**config.mk**
```make
export PLATFORM = sky130hd
export DESIGN_NAME = eag_core
export DESIGN_NICKNAME = d
export VERILOG_FILES = /design/src/eag_pkg.sv /design/src/eag_core.sv
export SDC_FILE = /design/constraint.sdc
export NUM_CORES = 1
export LEC_CHECK = 0
export BUFFER_PORTS_ARGS = -buffer_cell sky130_fd_sc_hd__buf_2
export CORE_ASPECT_RATIO = 0.7
export CORE_MARGIN = 5
export CORE_UTILIZATION = 50
export CTS_CLUSTER_DIAMETER = 200
export DETAILED_ROUTE_END_ITERATION = 6
export PLACE_DENSITY = 0.78
export SYNTH_ARGS = -nofsm -noshare
export SYNTH_HDL_FRONTEND = slang
export SYNTH_SLANG_ARGS = --single-unit
```
**constraint.sdc**
```tcl
create_clock -name clk -period 5.86 [get_ports clk]
set_input_delay 0.586 -clock clk [delete_from_list [all_inputs] [get_ports clk]]
set_output_delay 0.586 -clock clk [all_outputs]
set_load 0.005 [all_outputs]
```
**src/eag_pkg.sv**
```systemverilog
// eag_pkg: constants, modes, request and result carriers of the address generator
// assumes: shared by the generator and the core sequencer that drives it
package eag_pkg;

    localparam int EAG_AW = 24;
    localparam int EAG_DW = 16;
    localparam logic [7:0] EAG_BANK_ZERO = 8'h00;
    localparam logic [15:0] EAG_MOVE_PC_STEP = 16'h0003;
    localparam logic [15:0] EAG_ONE = 16'h0001;

    // base cycles and added cycles
    localparam logic [4:0] EAG_CYC_REL_LONG = 5'h03;
    localparam logic [4:0] EAG_CYC_ABS_IND = 5'h05;
    localparam logic [4:0] EAG_CYC_DIR_IND = 5'h05;
    localparam logic [4:0] EAG_CYC_DIR_IND_LONG = 5'h06;
    localparam logic [4:0] EAG_CYC_ABS_IDX_IND = 5'h06;
    localparam logic [4:0] EAG_CYC_STACK = 5'h03;
    localparam logic [4:0] EAG_CYC_STACK_REL = 5'h04;
    localparam logic [4:0] EAG_CYC_SREL_IND_Y = 5'h07;
    localparam logic [4:0] EAG_CYC_MOVE = 5'h07;
    localparam logic [4:0] EAG_CYC_BRANCH = 5'h02;
    localparam logic [4:0] EAG_CYC_DIRECT = 5'h03;
    localparam logic [4:0] EAG_CYC_ABS_IDX = 5'h04;
    localparam logic [4:0] EAG_CYC_IMM = 5'h02;
    localparam logic [4:0] EAG_CYC_RMW_NARROW = 5'h02;
    localparam logic [4:0] EAG_CYC_RMW_WIDE = 5'h03;
    localparam logic [4:0] EAG_CYC_ADD_ONE = 5'h01;

    // instruction bytes
    localparam logic [2:0] EAG_LEN_ONE = 3'h1;
    localparam logic [2:0] EAG_LEN_TWO = 3'h2;
    localparam logic [2:0] EAG_LEN_THREE = 3'h3;

    // adder selection bits in a mode's info word
    localparam int EAG_N_PAGE = 0;
    localparam int EAG_N_TAKEN = 1;
    localparam int EAG_N_WIDE = 2;
    localparam int EAG_N_DL = 3;
    localparam int EAG_N_RMW = 4;

    typedef enum logic [4:0] {
        EAG_M_BRANCH_LONG, EAG_M_PUSH_REL, EAG_M_JMP_IND, EAG_M_JUMP_LONG_IND,
        EAG_M_DIR_IND, EAG_M_DIR_IND_LONG, EAG_M_JMP_IDX_IND, EAG_M_STACK,
        EAG_M_VECTOR, EAG_M_STACK_REL, EAG_M_SREL_IND_Y, EAG_M_MOVE_ASC,
        EAG_M_MOVE_DESC, EAG_M_BRANCH, EAG_M_DIRECT, EAG_M_ABS_X, EAG_M_IMMEDIATE
    } eag_mode_t;

    typedef struct packed {
        logic [4:0] cycles;
        logic [2:0] bytes;
        logic [4:0] notes;
    } eag_info_t;

    typedef struct packed {
        eag_mode_t mode;
        logic [15:0] pc;
        logic [7:0] program_bank_reg;
        logic [7:0] data_bank_reg;
        logic [15:0] direct;
        logic [15:0] sp;
        logic [15:0] x;
        logic [15:0] y;
        logic [15:0] c;
        logic [7:0] op1;
        logic [7:0] op2;
        logic flag_m;
        logic flag_x;
        logic index_op;
        logic rmw;
        logic taken;
    } eag_req_t;

    typedef struct packed {
        logic [23:0] addr;
        logic [23:0] src_addr;
        logic [15:0] pc;
        logic load_pc;
        logic [7:0] program_bank_reg;
        logic [7:0] data_bank_reg;
        logic [15:0] x;
        logic [15:0] y;
        logic [15:0] c;
        logic [15:0] push_data;
        logic push_en;
        logic move_done;
        logic [4:0] cycles;
        logic [2:0] bytes;
    } eag_res_t;

    function automatic eag_info_t eag_mode_info(input eag_mode_t m);
        eag_info_t i;
        i = '{cycles: EAG_CYC_IMM, bytes: EAG_LEN_TWO, notes: 5'h04};
        case (m)
            EAG_M_BRANCH_LONG, EAG_M_PUSH_REL: i = '{EAG_CYC_REL_LONG, EAG_LEN_THREE, 5'h02};
            EAG_M_JMP_IND, EAG_M_JUMP_LONG_IND: i = '{EAG_CYC_ABS_IND, EAG_LEN_THREE, 5'h00};
            EAG_M_DIR_IND: i = '{EAG_CYC_DIR_IND, EAG_LEN_TWO, 5'h0C};
            EAG_M_DIR_IND_LONG: i = '{EAG_CYC_DIR_IND_LONG, EAG_LEN_TWO, 5'h0C};
            EAG_M_JMP_IDX_IND: i = '{EAG_CYC_ABS_IDX_IND, EAG_LEN_THREE, 5'h00};
            EAG_M_STACK, EAG_M_VECTOR: i = '{EAG_CYC_STACK, EAG_LEN_ONE, 5'h00};
            EAG_M_STACK_REL: i = '{EAG_CYC_STACK_REL, EAG_LEN_TWO, 5'h04};
            EAG_M_SREL_IND_Y: i = '{EAG_CYC_SREL_IND_Y, EAG_LEN_TWO, 5'h04};
            EAG_M_MOVE_ASC, EAG_M_MOVE_DESC: i = '{EAG_CYC_MOVE, EAG_LEN_THREE, 5'h00};
            EAG_M_BRANCH: i = '{EAG_CYC_BRANCH, EAG_LEN_TWO, 5'h02};
            EAG_M_DIRECT: i = '{EAG_CYC_DIRECT, EAG_LEN_TWO, 5'h1C};
            EAG_M_ABS_X: i = '{EAG_CYC_ABS_IDX, EAG_LEN_THREE, 5'h15};
            EAG_M_IMMEDIATE: i = '{EAG_CYC_IMM, EAG_LEN_TWO, 5'h04};
            default: i = '{EAG_CYC_IMM, EAG_LEN_TWO, 5'h04};
        endcase
        return i;
    endfunction : eag_mode_info

endpackage : eag_pkg

```
**src/eag_core.sv**
```systemverilog
// eag_core: effective address, branch target, block move step and cycle count
// assumes: sequencer presents one request at a time and reads pointers on the bus
`timescale 1ns/100ps

module eag_core
    import eag_pkg::*;
(
    input wire logic clk,
    input wire logic resetn,
    input wire logic req_valid,
    output logic req_ready,
    input eag_req_t req,
    output logic ptr_req,
    output logic [23:0] ptr_addr,
    input wire logic ptr_valid,
    input wire logic [23:0] ptr_data,
    output logic res_valid,
    output eag_res_t res
);

    // ------------------------------------------------------------
    // sequencing
    // ------------------------------------------------------------
    typedef enum logic [1:0] {
        EAG_S_IDLE, EAG_S_PTR, EAG_S_CALC
    } eag_state_t;

    eag_state_t state;
    eag_req_t cur;
    logic [23:0] ptr_q;
    eag_res_t next_res;
    logic needs_ptr;
    logic [15:0] operand16;
    logic [15:0] dp_sum;
    logic [15:0] sp_sum;
    logic [15:0] idx_ptr;

    assign req_ready = (state == EAG_S_IDLE);
    assign ptr_req = (state == EAG_S_PTR);

    always_comb begin
        case (req.mode)
            EAG_M_JMP_IND, EAG_M_JUMP_LONG_IND, EAG_M_DIR_IND, EAG_M_DIR_IND_LONG,
            EAG_M_JMP_IDX_IND, EAG_M_SREL_IND_Y: needs_ptr = 1'b1;
            default: needs_ptr = 1'b0;
        endcase
    end

    always_ff @(posedge clk or negedge resetn) begin
        if (!resetn) begin
            state <= EAG_S_IDLE;
        end else begin
            case (state)
                EAG_S_IDLE: begin
                    if (req_valid) begin
                        state <= needs_ptr ? EAG_S_PTR : EAG_S_CALC;
                    end
                end
                EAG_S_PTR: begin
                    if (ptr_valid) begin
                        state <= EAG_S_CALC;
                    end
                end
                EAG_S_CALC: state <= EAG_S_IDLE;
                default: state <= EAG_S_IDLE;
            endcase
        end
    end

    always_ff @(posedge clk or negedge resetn) begin
        if (!resetn) begin
            cur <= '0;
        end else if (req_valid && state == EAG_S_IDLE) begin
            cur <= req;
        end
    end

    always_ff @(posedge clk or negedge resetn) begin
        if (!resetn) begin
            ptr_q <= '0;
        end else if (ptr_valid && state == EAG_S_PTR) begin
            ptr_q <= ptr_data;
        end
    end

    // ------------------------------------------------------------
    // pointer location
    // ------------------------------------------------------------
    logic [15:0] r_op16;
    logic [15:0] r_dp;
    logic [15:0] r_sp;
    logic [15:0] r_ix;
    assign r_op16 = {req.op2, req.op1};
    assign r_dp = req.direct + {8'h00, req.op1};
    assign r_sp = req.sp + {8'h00, req.op1};
    assign r_ix = r_op16 + req.x;

    always_ff @(posedge clk or negedge resetn) begin
        if (!resetn) begin
            ptr_addr <= '0;
        end else if (req_valid && state == EAG_S_IDLE) begin
            case (req.mode)
                EAG_M_JMP_IND, EAG_M_JUMP_LONG_IND: ptr_addr <= {EAG_BANK_ZERO, r_op16};
                EAG_M_DIR_IND, EAG_M_DIR_IND_LONG: ptr_addr <= {EAG_BANK_ZERO, r_dp};
                EAG_M_JMP_IDX_IND: ptr_addr <= {EAG_BANK_ZERO, r_ix};
                EAG_M_SREL_IND_Y: ptr_addr <= {EAG_BANK_ZERO, r_sp};
                default: ptr_addr <= '0;
            endcase
        end
    end

    // ------------------------------------------------------------
    // result computation
    // ------------------------------------------------------------
    eag_info_t info;
    logic wide;
    logic page_cross;
    logic [15:0] abs_x_sum;

    assign operand16 = {cur.op2, cur.op1};
    assign dp_sum = cur.direct + {8'h00, cur.op1};
    assign sp_sum = cur.sp + {8'h00, cur.op1};
    assign idx_ptr = operand16 + cur.x;
    assign abs_x_sum = operand16 + cur.x;
    assign info = eag_mode_info(cur.mode);
    assign wide = cur.index_op ? ~cur.flag_x : ~cur.flag_m;
    assign page_cross = (abs_x_sum[15:8] != cur.op2);

    always_comb begin
        next_res = '0;
        next_res.pc = cur.pc;
        next_res.program_bank_reg = cur.program_bank_reg;
        next_res.data_bank_reg = cur.data_bank_reg;
        next_res.x = cur.x;
        next_res.y = cur.y;
        next_res.c = cur.c;
        case (cur.mode)
            EAG_M_BRANCH_LONG: begin
                next_res.pc = cur.pc + operand16;
                next_res.load_pc = 1'b1;
            end
            EAG_M_PUSH_REL: begin
                next_res.push_data = cur.pc + operand16;
                next_res.push_en = 1'b1;
                next_res.addr = {EAG_BANK_ZERO, cur.sp};
            end
            EAG_M_JMP_IND, EAG_M_JMP_IDX_IND: begin
                next_res.pc = ptr_q[15:0];
                next_res.load_pc = 1'b1;
            end
            EAG_M_JUMP_LONG_IND: begin
                next_res.pc = ptr_q[15:0];
                next_res.program_bank_reg = ptr_q[23:16];
                next_res.load_pc = 1'b1;
            end
            EAG_M_DIR_IND: next_res.addr = {cur.data_bank_reg, ptr_q[15:0]};
            EAG_M_DIR_IND_LONG: next_res.addr = ptr_q;
            EAG_M_STACK: next_res.addr = {EAG_BANK_ZERO, cur.sp};
            EAG_M_VECTOR: next_res.addr = {EAG_BANK_ZERO, operand16};
            EAG_M_STACK_REL: next_res.addr = {EAG_BANK_ZERO, sp_sum};
            EAG_M_SREL_IND_Y: begin
                next_res.addr = {cur.data_bank_reg, ptr_q[15:0]} + {8'h00, cur.y};
            end
            EAG_M_MOVE_ASC, EAG_M_MOVE_DESC: begin
                next_res.addr = {cur.op1, cur.y};
                next_res.src_addr = {cur.op2, cur.x};
                next_res.data_bank_reg = cur.op1;
                if (cur.mode == EAG_M_MOVE_ASC) begin
                    next_res.x = cur.x + EAG_ONE;
                    next_res.y = cur.y + EAG_ONE;
                end else begin
                    next_res.x = cur.x - EAG_ONE;
                    next_res.y = cur.y - EAG_ONE;
                end
                if (cur.c != 16'h0000) begin
                    next_res.c = cur.c - EAG_ONE;
                end else begin
                    next_res.move_done = 1'b1;
                    next_res.pc = cur.pc + EAG_MOVE_PC_STEP;
                    next_res.load_pc = 1'b1;
                end
            end
            EAG_M_BRANCH: begin
                next_res.pc = cur.pc + {{8{cur.op1[7]}}, cur.op1};
                next_res.load_pc = cur.taken;
            end
            EAG_M_DIRECT: next_res.addr = {EAG_BANK_ZERO, dp_sum};
            EAG_M_ABS_X: next_res.addr = {cur.data_bank_reg, operand16} + {8'h00, cur.x};
            default: next_res.addr = '0;
        endcase
        // cycle and byte counts
        next_res.cycles = info.cycles;
        next_res.bytes = info.bytes;
        if (info.notes[EAG_N_PAGE] && page_cross) begin
            next_res.cycles = next_res.cycles + EAG_CYC_ADD_ONE;
        end
        if (info.notes[EAG_N_TAKEN] && cur.taken) begin
            next_res.cycles = next_res.cycles + EAG_CYC_ADD_ONE;
        end
        if (info.notes[EAG_N_WIDE] && wide) begin
            next_res.cycles = next_res.cycles + EAG_CYC_ADD_ONE;
        end
        if (cur.mode == EAG_M_IMMEDIATE && wide) begin
            next_res.bytes = EAG_LEN_THREE;
        end
        if (info.notes[EAG_N_DL] && cur.direct[7:0] != 8'h00) begin
            next_res.cycles = next_res.cycles + EAG_CYC_ADD_ONE;
        end
        if (info.notes[EAG_N_RMW] && cur.rmw) begin
            next_res.cycles = next_res.cycles + (cur.flag_m ? EAG_CYC_RMW_NARROW
                                                            : EAG_CYC_RMW_WIDE);
        end
    end

    always_ff @(posedge clk or negedge resetn) begin
        if (!resetn) begin
            res <= '0;
        end else if (state == EAG_S_CALC) begin
            res <= next_res;
        end
    end

    always_ff @(posedge clk or negedge resetn) begin
        if (!resetn) begin
            res_valid <= 1'b0;
        end else begin
            res_valid <= (state == EAG_S_CALC);
        end
    end

    // ------------------------------------------------------------
    // checks
    // ------------------------------------------------------------
    branch_long_pc_a: assert property (@(posedge clk) disable iff (!resetn)
        res_valid && cur.mode == EAG_M_BRANCH_LONG |->
            res.load_pc && res.pc == 16'(cur.pc + {cur.op2, cur.op1})
            && res.program_bank_reg == cur.program_bank_reg)
        else $error("long branch target wrong");

    push_rel_flow_a: assert property (@(posedge clk) disable iff (!resetn)
        res_valid && cur.mode == EAG_M_PUSH_REL |->
            res.push_en && !res.load_pc && res.push_data == 16'(cur.pc + {cur.op2, cur.op1}))
        else $error("push relative result wrong");

    ind_ptr_bank_a: assert property (@(posedge clk) disable iff (!resetn)
        req_valid && req_ready && (req.mode == EAG_M_JMP_IND) |=>
            ptr_req && ptr_addr == {8'h00, $past(req.op2), $past(req.op1)})
        else $error("indirect pointer not in bank zero");

    long_ind_bank_a: assert property (@(posedge clk) disable iff (!resetn)
        res_valid && cur.mode == EAG_M_JUMP_LONG_IND |->
            res.program_bank_reg == ptr_q[23:16] && res.pc == ptr_q[15:0])
        else $error("long indirect bank not loaded");

    dir_ind_addr_a: assert property (@(posedge clk) disable iff (!resetn)
        res_valid && cur.mode == EAG_M_DIR_IND |->
            res.addr == {cur.data_bank_reg, ptr_q[15:0]})
        else $error("direct indirect address wrong");

    stack_bank_zero_a: assert property (@(posedge clk) disable iff (!resetn)
        res_valid && (cur.mode == EAG_M_STACK || cur.mode == EAG_M_VECTOR
            || cur.mode == EAG_M_STACK_REL) |-> res.addr[23:16] == 8'h00)
        else $error("stack access left bank zero");

    move_step_a: assert property (@(posedge clk) disable iff (!resetn)
        res_valid && cur.mode == EAG_M_MOVE_ASC |->
            res.data_bank_reg == cur.op1 && res.x == 16'(cur.x + 16'h0001)
            && res.src_addr == {cur.op2, cur.x})
        else $error("ascending move step wrong");

    move_done_pc_a: assert property (@(posedge clk) disable iff (!resetn)
        res_valid && (cur.mode == EAG_M_MOVE_DESC || cur.mode == EAG_M_MOVE_ASC)
            && cur.c == 16'h0000 |-> res.move_done && res.pc == 16'(cur.pc + 16'h0003))
        else $error("move completion pc wrong");

    rmw_cycles_a: assert property (@(posedge clk) disable iff (!resetn)
        res_valid && cur.mode == EAG_M_DIRECT && cur.rmw && !cur.flag_m
            && cur.direct[7:0] == 8'h00 |-> res.cycles == 5'h07)
        else $error("wide read-modify-write cycles wrong");

    move_cycles_a: assert property (@(posedge clk) disable iff (!resetn)
        req_valid && req_ready && req.mode == EAG_M_MOVE_DESC |->
            ##2 res_valid && res.cycles == 5'h07 && res.bytes == 3'h3)
        else $error("block move timing wrong");

    dir_long_addr_a: assert property (@(posedge clk) disable iff (!resetn)
        res_valid && cur.mode == EAG_M_DIR_IND_LONG |-> res.addr == ptr_q)
        else $error("direct indirect long address wrong");

    idx_ind_ptr_a: assert property (@(posedge clk) disable iff (!resetn)
        ptr_req && cur.mode == EAG_M_JMP_IDX_IND |-> ptr_addr == {8'h00, idx_ptr})
        else $error("indexed indirect pointer wrong");

    ptr_bank_zero_a: assert property (@(posedge clk) disable iff (!resetn)
        ptr_req |-> ptr_addr[23:16] == 8'h00)
        else $error("pointer left bank zero");

    srel_ind_addr_a: assert property (@(posedge clk) disable iff (!resetn)
        res_valid && cur.mode == EAG_M_SREL_IND_Y |->
            res.addr == 24'({cur.data_bank_reg, ptr_q[15:0]} + {8'h00, cur.y}))
        else $error("stack relative indirect address wrong");

    move_count_a: assert property (@(posedge clk) disable iff (!resetn)
        res_valid && cur.mode inside {EAG_M_MOVE_ASC, EAG_M_MOVE_DESC} && cur.c != 16'h0000
            |-> res.c == 16'(cur.c - 16'h0001) && !res.move_done)
        else $error("move count step wrong");

    branch_taken_cyc_a: assert property (@(posedge clk) disable iff (!resetn)
        res_valid && cur.mode == EAG_M_BRANCH |-> res.cycles == (cur.taken ? 5'h03 : 5'h02))
        else $error("branch cycles wrong");

    imm_width_a: assert property (@(posedge clk) disable iff (!resetn)
        res_valid && cur.mode == EAG_M_IMMEDIATE && (cur.index_op ? !cur.flag_x : !cur.flag_m)
            |-> res.bytes == 3'h3 && res.cycles == 5'h03)
        else $error("wide immediate length wrong");

    srel_cycles_a: assert property (@(posedge clk) disable iff (!resetn)
        res_valid && cur.mode == EAG_M_SREL_IND_Y && cur.flag_m && !cur.index_op
            |-> res.cycles == 5'h07 && res.bytes == 3'h2)
        else $error("stack relative indirect timing wrong");

endmodule : eag_core

```
==> impl_metrics.py, run 1 <==
metrics = {
    "run_status": {
        "status": "finished, violations left",
        "violations": "design-rule violations",
    },
    "synth": {
        "synth-edff-count": 0,
        "ys_ff_latch": 335,
        "syn_area_mm2": 0.0217,
        "synth_compound_area_share_pct": 19.4,
        "muxShareOfSynthArea_pct": 4.01,
        "synth_top_area_share_pct": 38.6,
        "synth_xor_area_share_pct": 6.77,
        "synth_area_leaders": "dfrtp_1 39%, nand2_1 12%, ha_1 7.4%",
        "synth.distinct_cells": 86,
        "yosys.area_share.simple_pct": 19.0,
        "yosysTopAreaCell": "dfrtp_1",
        "synth.avg_cell_area_um2": 8.51,
        "synth_cells": 2550,
        "synth_top_family_by_area": "compound AO/OA/AOI/OAI gates",
        "seq_area_frac_synth_pct": 38.6,
        "synthAdderAreaFrac_pct": 8.18,
        "synth_flop_cell": "dfrtp_1",
        "postSynth.asyncResetShare_pct": 100,
        "yosys_warnings": 0,
    },
    "die": {
        "rows": 63,
        "die-area_mm2": 0.0477,
        "die_w_um": 259,
        "pin_count": 348,
        "start_util_pct": 50.9,
        "dieHeight_um": 184,
        "core_mm2": 0.0426,
    },
    "sta": {
        "fin_hold_ws_ns": 0.0316,
        "slew_violations": 0,
        "hold_viol_final": 0,
        "fin_ws_ns": 0.159,
        "finalSetupViolations": 0,
        "tns_ns": 0,
        "post-route-period-util_pct": 97.3,
        "fin_crit_ns": 5.70,
        "worst_pin_slew_ns": 1.04,
        "finClkSkew_ns": 0.0276,
        "relSlewSlack_pct": 30.6,
        "max_freq_ghz": 0.175,
    },
    "setup_path": {
        "reg2reg_to": "res[7]",
        "cp_data_required_time_ns": 6.34,
        "r2r_cells": 24,
        "slowest_delay_ns": 0.53,
        "cp-start-kind": "flop",
        "criticalPathCategory": "flop to flop",
        "worstSetupPathDepth": 24,
        "reg2reg_slack_ns": 0.16,
        "cp_slowest_cell": "or4_4",
        "crit_buf_inv": 2,
        "cp_common_cell": "ha_4",
        "critPathCaptureType": "flop",
        "critPathMaxFanout": 4,
        "cp.arrival_ns": 6.18,
        "cp-endpoint": "res[7]",
        "path_delay_family": "simple AND/OR/NAND/NOR gates",
        "path_cells": "ha_4, buf_4, nand2_1, o211a_1, o211ai_1, a31o_2, buf_4, o311ai_1, or4_4, o31ai_4, mux2_4, ha_4, nand2_2, and3_4, a32oi_2, and3_4, ha_4, o221a_2, a31oi_4, ha_4, nor4_4, nand3b_1, or4_4, a21oi_2",
        "r2r_start": "cur[57]",
        "cp-startpoint": "cur[57]",
    },
    "final_layout": {
        "utilization_pct": 61.4,
        "final_cell_area_mm2": 0.0262,
        "final_common_cell": "nand2_1",
        "final_cell_mix": "665 x nand2_1, 337 x buf_2, 335 x dfrtp_1",
        "finalNetCount": 3231,
        "seqCellArea_mm2": 0.00838,
        "stdcell_count": 3537,
        "area_growth_pct": 20.7,
        "drive_gt1_share_pct": 21.6,
        "fillCellCount": 3701,
        "antenna_cells": 0,
        "multi_input_area_mm2": 0.0127,
    },
    "clock_network": {
        "clock_path_buffers": 3,
        "cts.htree.levels": 2,
        "cts_root_buf": "clkbuf_16",
        "numCtsBuffers": 36,
        "cts_hold_buf": 0,
        "clkTransAtPathRegs_ns": 0.07,
        "clk_latency_ns": 0.55,
        "clock_sinks": 335,
        "cts_tree": "yes",
    },
    "power": {
        "vdd_ir_drop_max_uv": 200,
        "p_leak_nw": 12.8,
        "pwr_density_cell_mw_per_mm2": 454,
        "power.share.clock_pct": 22.2,
        "power_frac_seq_pct": 31.3,
        "internal-power_mw": 6.95,
        "power_mw": 11.9,
        "combPwrFrac_pct": 46.5,
        "p_sw_mw": 4.93,
        "p_sw_share_pct": 41.5,
    },
    "grt": {
        "grt_antenna_before_repair": 1,
        "track_usage_pct": 31.6,
        "first_global_vias": 20710,
        "grt_max_degree": 130,
        "grt_pass1_wl_mm": 120,
        "grt.overflow.total": 0,
    },
    "routing": {
        "num_vias": 21156,
        "drt_iter0_markers": 2203,
        "drcViolationCount": 1,
        "viasPerCell": 5.98,
        "wire_per_inst_um": 22.3,
        "first_pass_iters": 7,
        "ant_nets": 0,
        "drt_wl_total_mm": 78.8,
    },
    "worst_hold_path": {
        "min_path_type": "input pin to async pin",
    },
    "place": {
        "place_area_mm2": 0.0246,
        "place.detailed.hpwl_mm": 59.4,
        "finalWeightedCongestion": 0.953,
        "numPortBuffers": 338,
        "place_inst": 3466,
        "dpl_worst_slack_ns": -0.209,
    },
    "job": {
        "drv_cap": 0,
    },
}
Yosys cell counts, types with 13 or more instances:
| cell type | n |
|---|---|
| nand2_1 | 668 |
| dfrtp_1 | 335 |
| o21ai_0 | 169 |
| a21oi_1 | 142 |
| ha_1 | 129 |
| nor2_1 | 122 |
| xnor2_1 | 108 |
| clkbuf_1 | 107 |
| inv_1 | 74 |
| xor2_1 | 50 |
| mux2_2 | 46 |
| nor3_1 | 41 |
| o21bai_1 | 38 |
| a22oi_1 | 37 |
| a21o_1 | 35 |
| a31oi_1 | 34 |
| mux2i_1 | 34 |
| nand3_1 | 31 |
| a221oi_1 | 23 |
| a222oi_1 | 21 |
| a22o_1 | 21 |
| nand2b_1 | 19 |
| buf_1 | 18 |
| and3_1 | 15 |
| nand4_1 | 13 |
cell type report:
| cell class | count | share of cell area [%] |
|---|---|---|
| Timing Repair Buffer | 470 | 10.4 |
| Tap cell | 585 | 2.80 |
| Sequential cell | 335 | 32.0 |
| Multi-Input combinational cell | 2010 | 48.6 |
| Clock buffer | 43 | 3.81 |
| Clock inverter | 19 | 1.30 |
| Inverter | 75 | 1.08 |
what timing repair did:
| item | 4_1_cts | 5_1_grt |
|---|---|---|
| buffers inserted | 1 | 8 |
| endpoints found under the setup margin | 1 | 4 |
| pin swaps | 9 | 17 |
| gates resized for setup | 13 | 24 |
| hold endpoints to repair | 0 | 0 |
flip-flops by register name, summed over array words and instances, names as in the netlist:
register,count
res_valid,1
state,2
ptr_q,24
res,154
ptr_addr,16
cur,138
power groups by stage:
stage          registers [mW]  clock network, mW  logic [mW]
6_report                 3.72               2.63        5.52
3_5_place_dp             3.72                  0        5.25
2_1_floorplan            3.49                  0        3.34
5_1_grt                  3.77               2.77        6.01
4_1_cts                  3.69               2.66        5.34
3_3_place_gp             3.70                  0        5.16
logic make-up after synthesis:
| family | Yosys count |
|---|---|
| adder cells (fa/ha/maj) | 137 |
| XOR/XNOR | 162 |
| flip-flops | 335 |
| multiplexers | 81 |
| buffers and inverters | 213 |
| other | 1 |
| AO/OA/AOI/OAI | 639 |
| AND/OR/NAND/NOR | 982 |
worst min path at each step:
stage              from  endpoint  slack, ns  depth (start not counted)
6_report         resetn   cur[21]       0.03                          1
5_1_grt          resetn   cur[21]       0.11                          1
4_1_cts          resetn   res[27]       0.10                          1
3_5_place_dp   cur[111]  cur[111]       0.46                          2
3_3_place_gp   res[107]  res[107]       0.46                          2
2_1_floorplan    resetn    cur[0]       0.29                          0
metal layers:
layer	track usage [%]	vias up	share of wire (%)
met5	0	-	0.016
met4	9.15	2	3.3
met3	5.04	185	8.5
met2	50.9	1035	45
met1	44.7	10250	43
li1	-	9684	-
Note: power is estimated with default switching activity, not from simulation.
==> run 2, diff against run 1 <==
Settings changed: PLACE_DENSITY 0.78 to 0.75.
Clock period 5.86 ns to 6.8 ns, I/O delays scaled along.
==> impl_metrics.py, run 2 (synthesis results as in run 1) <==
metrics = {
    "routing": {
        "drcViolationCount": 1,
        "wire_per_inst_um": 23.2,
        "first_pass_iters": 7,
        "drt_iter0_markers": 2102,
        "drt_wl_total_mm": 80.4,
        "ant_nets": 0,
        "num_vias": 20855,
        "viasPerCell": 6.03,
    },
    "clock_network": {
        "clk_latency_ns": 0.55,
        "cts_tree": "yes",
        "numCtsBuffers": 36,
        "cts.htree.levels": 2,
        "clkTransAtPathRegs_ns": 0.06,
        "postCtsSetupBuffers": 0,
        "cts_root_buf": "clkbuf_16",
        "cts_hold_buf": 0,
        "clock_path_buffers": 3,
        "clock_sinks": 335,
    },
    "final_layout": {
        "reg.largest.list": "res x154, cur x138, ptr_q x24",
        "final_cell_mix": "667 x nand2_1, 337 x buf_2, 335 x dfrtp_1",
        "final_cell_area_mm2": 0.0253,
        "final_common_cell": "nand2_1",
        "utilization_pct": 59.3,
        "drive_gt1_share_pct": 18.7,
        "largest_register_ff_count": 154,
        "multi_input_area_mm2": 0.0126,
        "top_register": "res",
        "antenna_cells": 0,
        "fillCellCount": 3791,
        "finalNetCount": 3155,
        "area_growth_pct": 16.6,
        "seqCellArea_mm2": 0.00838,
    },
    "grt": {
        "use_met3_pct": 5.01,
        "grt_max_degree": 163,
        "first_global_vias": 20411,
        "grt_pass1_wl_mm": 122,
        "grt_util_met2_pct": 50.6,
        "grt_antenna_before_repair": 0,
        "grt.overflow.total": 0,
        "use_met1_pct": 46.6,
        "grt.busiest_layer": "met2",
        "track_usage_pct": 32.6,
    },
    "run_status": {
        "status": "finished, violations left",
        "violations": "design-rule violations",
    },
    "place": {
        "numPortBuffers": 338,
        "place_area_mm2": 0.0241,
        "place.detailed.hpwl_mm": 61.1,
        "finalWeightedCongestion": 1.00,
    },
    "sta": {
        "worst_pin_slew_ns": 1.10,
        "relSlewSlack_pct": 26.9,
        "finClkSkew_ns": 0.0249,
        "max_freq_ghz": 0.154,
        "slew_violations": 0,
        "finalSetupViolations": 0,
        "post-route-period-util_pct": 95.4,
        "fin_hold_ws_ns": 0.124,
        "tns_ns": 0,
        "hold_viol_final": 0,
        "rsz0062_at_grt": "no",
        "fin_crit_ns": 6.49,
    },
    "setup_path": {
        "cp-startpoint": "cur[53]",
        "criticalPathCategory": "flop to flop",
        "r2r_cells": 23,
        "reg2reg_to": "res[7]",
        "cp_data_required_time_ns": 7.27,
        "critPathMaxFanout": 5,
        "r2r_start": "cur[53]",
        "cp.arrival_ns": 6.96,
        "cp-endpoint": "res[7]",
        "critPathCaptureType": "flop",
        "cp-start-kind": "flop",
        "reg2reg_slack_ns": 0.31,
    },
    "die": {
        "pin_count": 348,
        "die_w_um": 259,
        "die-area_mm2": 0.0477,
        "core_mm2": 0.0426,
        "rows": 63,
        "dieHeight_um": 184,
        "start_util_pct": 50.9,
    },
    "worst_hold_path": {
        "min_path_type": "input pin to async pin",
    },
    "power": {
        "pwr_density_cell_mw_per_mm2": 386,
        "vdd_ir_drop_max_uv": 217,
        "p_leak_nw": 12.3,
        "power_mw": 9.76,
    },
    "job": {
        "drv_cap": 0,
    },
}
-- run 2: changes by cell type in the layout (fill, tap and decap cells not counted), sizes merged --
cell and change:
clkinvlp -1, bufinv -6, clkbuf +3, buf -76, clkinv +4
-- run 2: worst min-delay path by stage --
stage | slack, ns | cells past startpoint | end
finish | 0.12 | 1 | cur[28]
global route | 0.20 | 1 | res[31]
CTS | 0.17 | 1 | res[31]
detailed placement | 0.46 | 2 | cur[111]
global placement | 0.46 | 2 | cur[111]
floorplan | 0.38 | 0 | cur[0]
-- run 2: per-layer routing --
layer  vias to the layer above  wire length (um)
met1                     10185             35400
met4                         0              3380
met5                         -                 0
li1                       9526                 -
met2                       974             35400
met3                       170              6290
-- run 2: critical path, cell delays in order (launching register included) --
cell      delay, ns
dfrtp_1        0.46
ha_1           0.27
fa_1           0.43
a21oi_2        0.26
o211ai_2       0.15
a21oi_2        0.21
a211o_1        0.19
nor3_1         0.07
or4_4          0.61
o31ai_4        0.30
mux2_2         0.37
ha_1           0.33
nand2_1        0.11
and3_1         0.24
a32oi_1        0.18
and3_1         0.24
ha_1           0.29
nor3_1         0.21
a31oi_1        0.10
ha_1           0.23
nor4_1         0.36
nand3b_1       0.15
or4_1          0.52
a21oi_1        0.14
-- run 2: final cells by class --
cell class	instances	share of cell area, %
Clock buffer	46	3.99
Clock inverter	16	0.688
Inverter	75	1.11
Multi-Input combinational cell	2010	49.7
Sequential cell	335	33.2
Tap cell	585	2.89
Timing Repair Buffer	394	8.44
-- run 2: timing repair --
item / 4_1_cts / 5_1_grt
resized for setup: 0 / 7
setup endpoints to repair: 0 / 1
hold endpoints to repair: 0 / 0
-- run 2: report_power, final --
group          internal [mW]  switching [mW]  total (mW)  leakage, nW
Combinational           1.82            2.67        4.49         7.49
Sequential              2.56           0.677        3.24         4.23
Clock                   1.17           0.860        2.03        0.592
-- run 2: stage by stage --
stage	setup WS, ns	instances
4_1_cts	0.259	3461
6_report	0.315	3461
3_5_place_dp	0.276	3399
3_3_place_gp	0.390	3399
2_1_floorplan	0.620	2558
5_1_grt	0.00399	3461
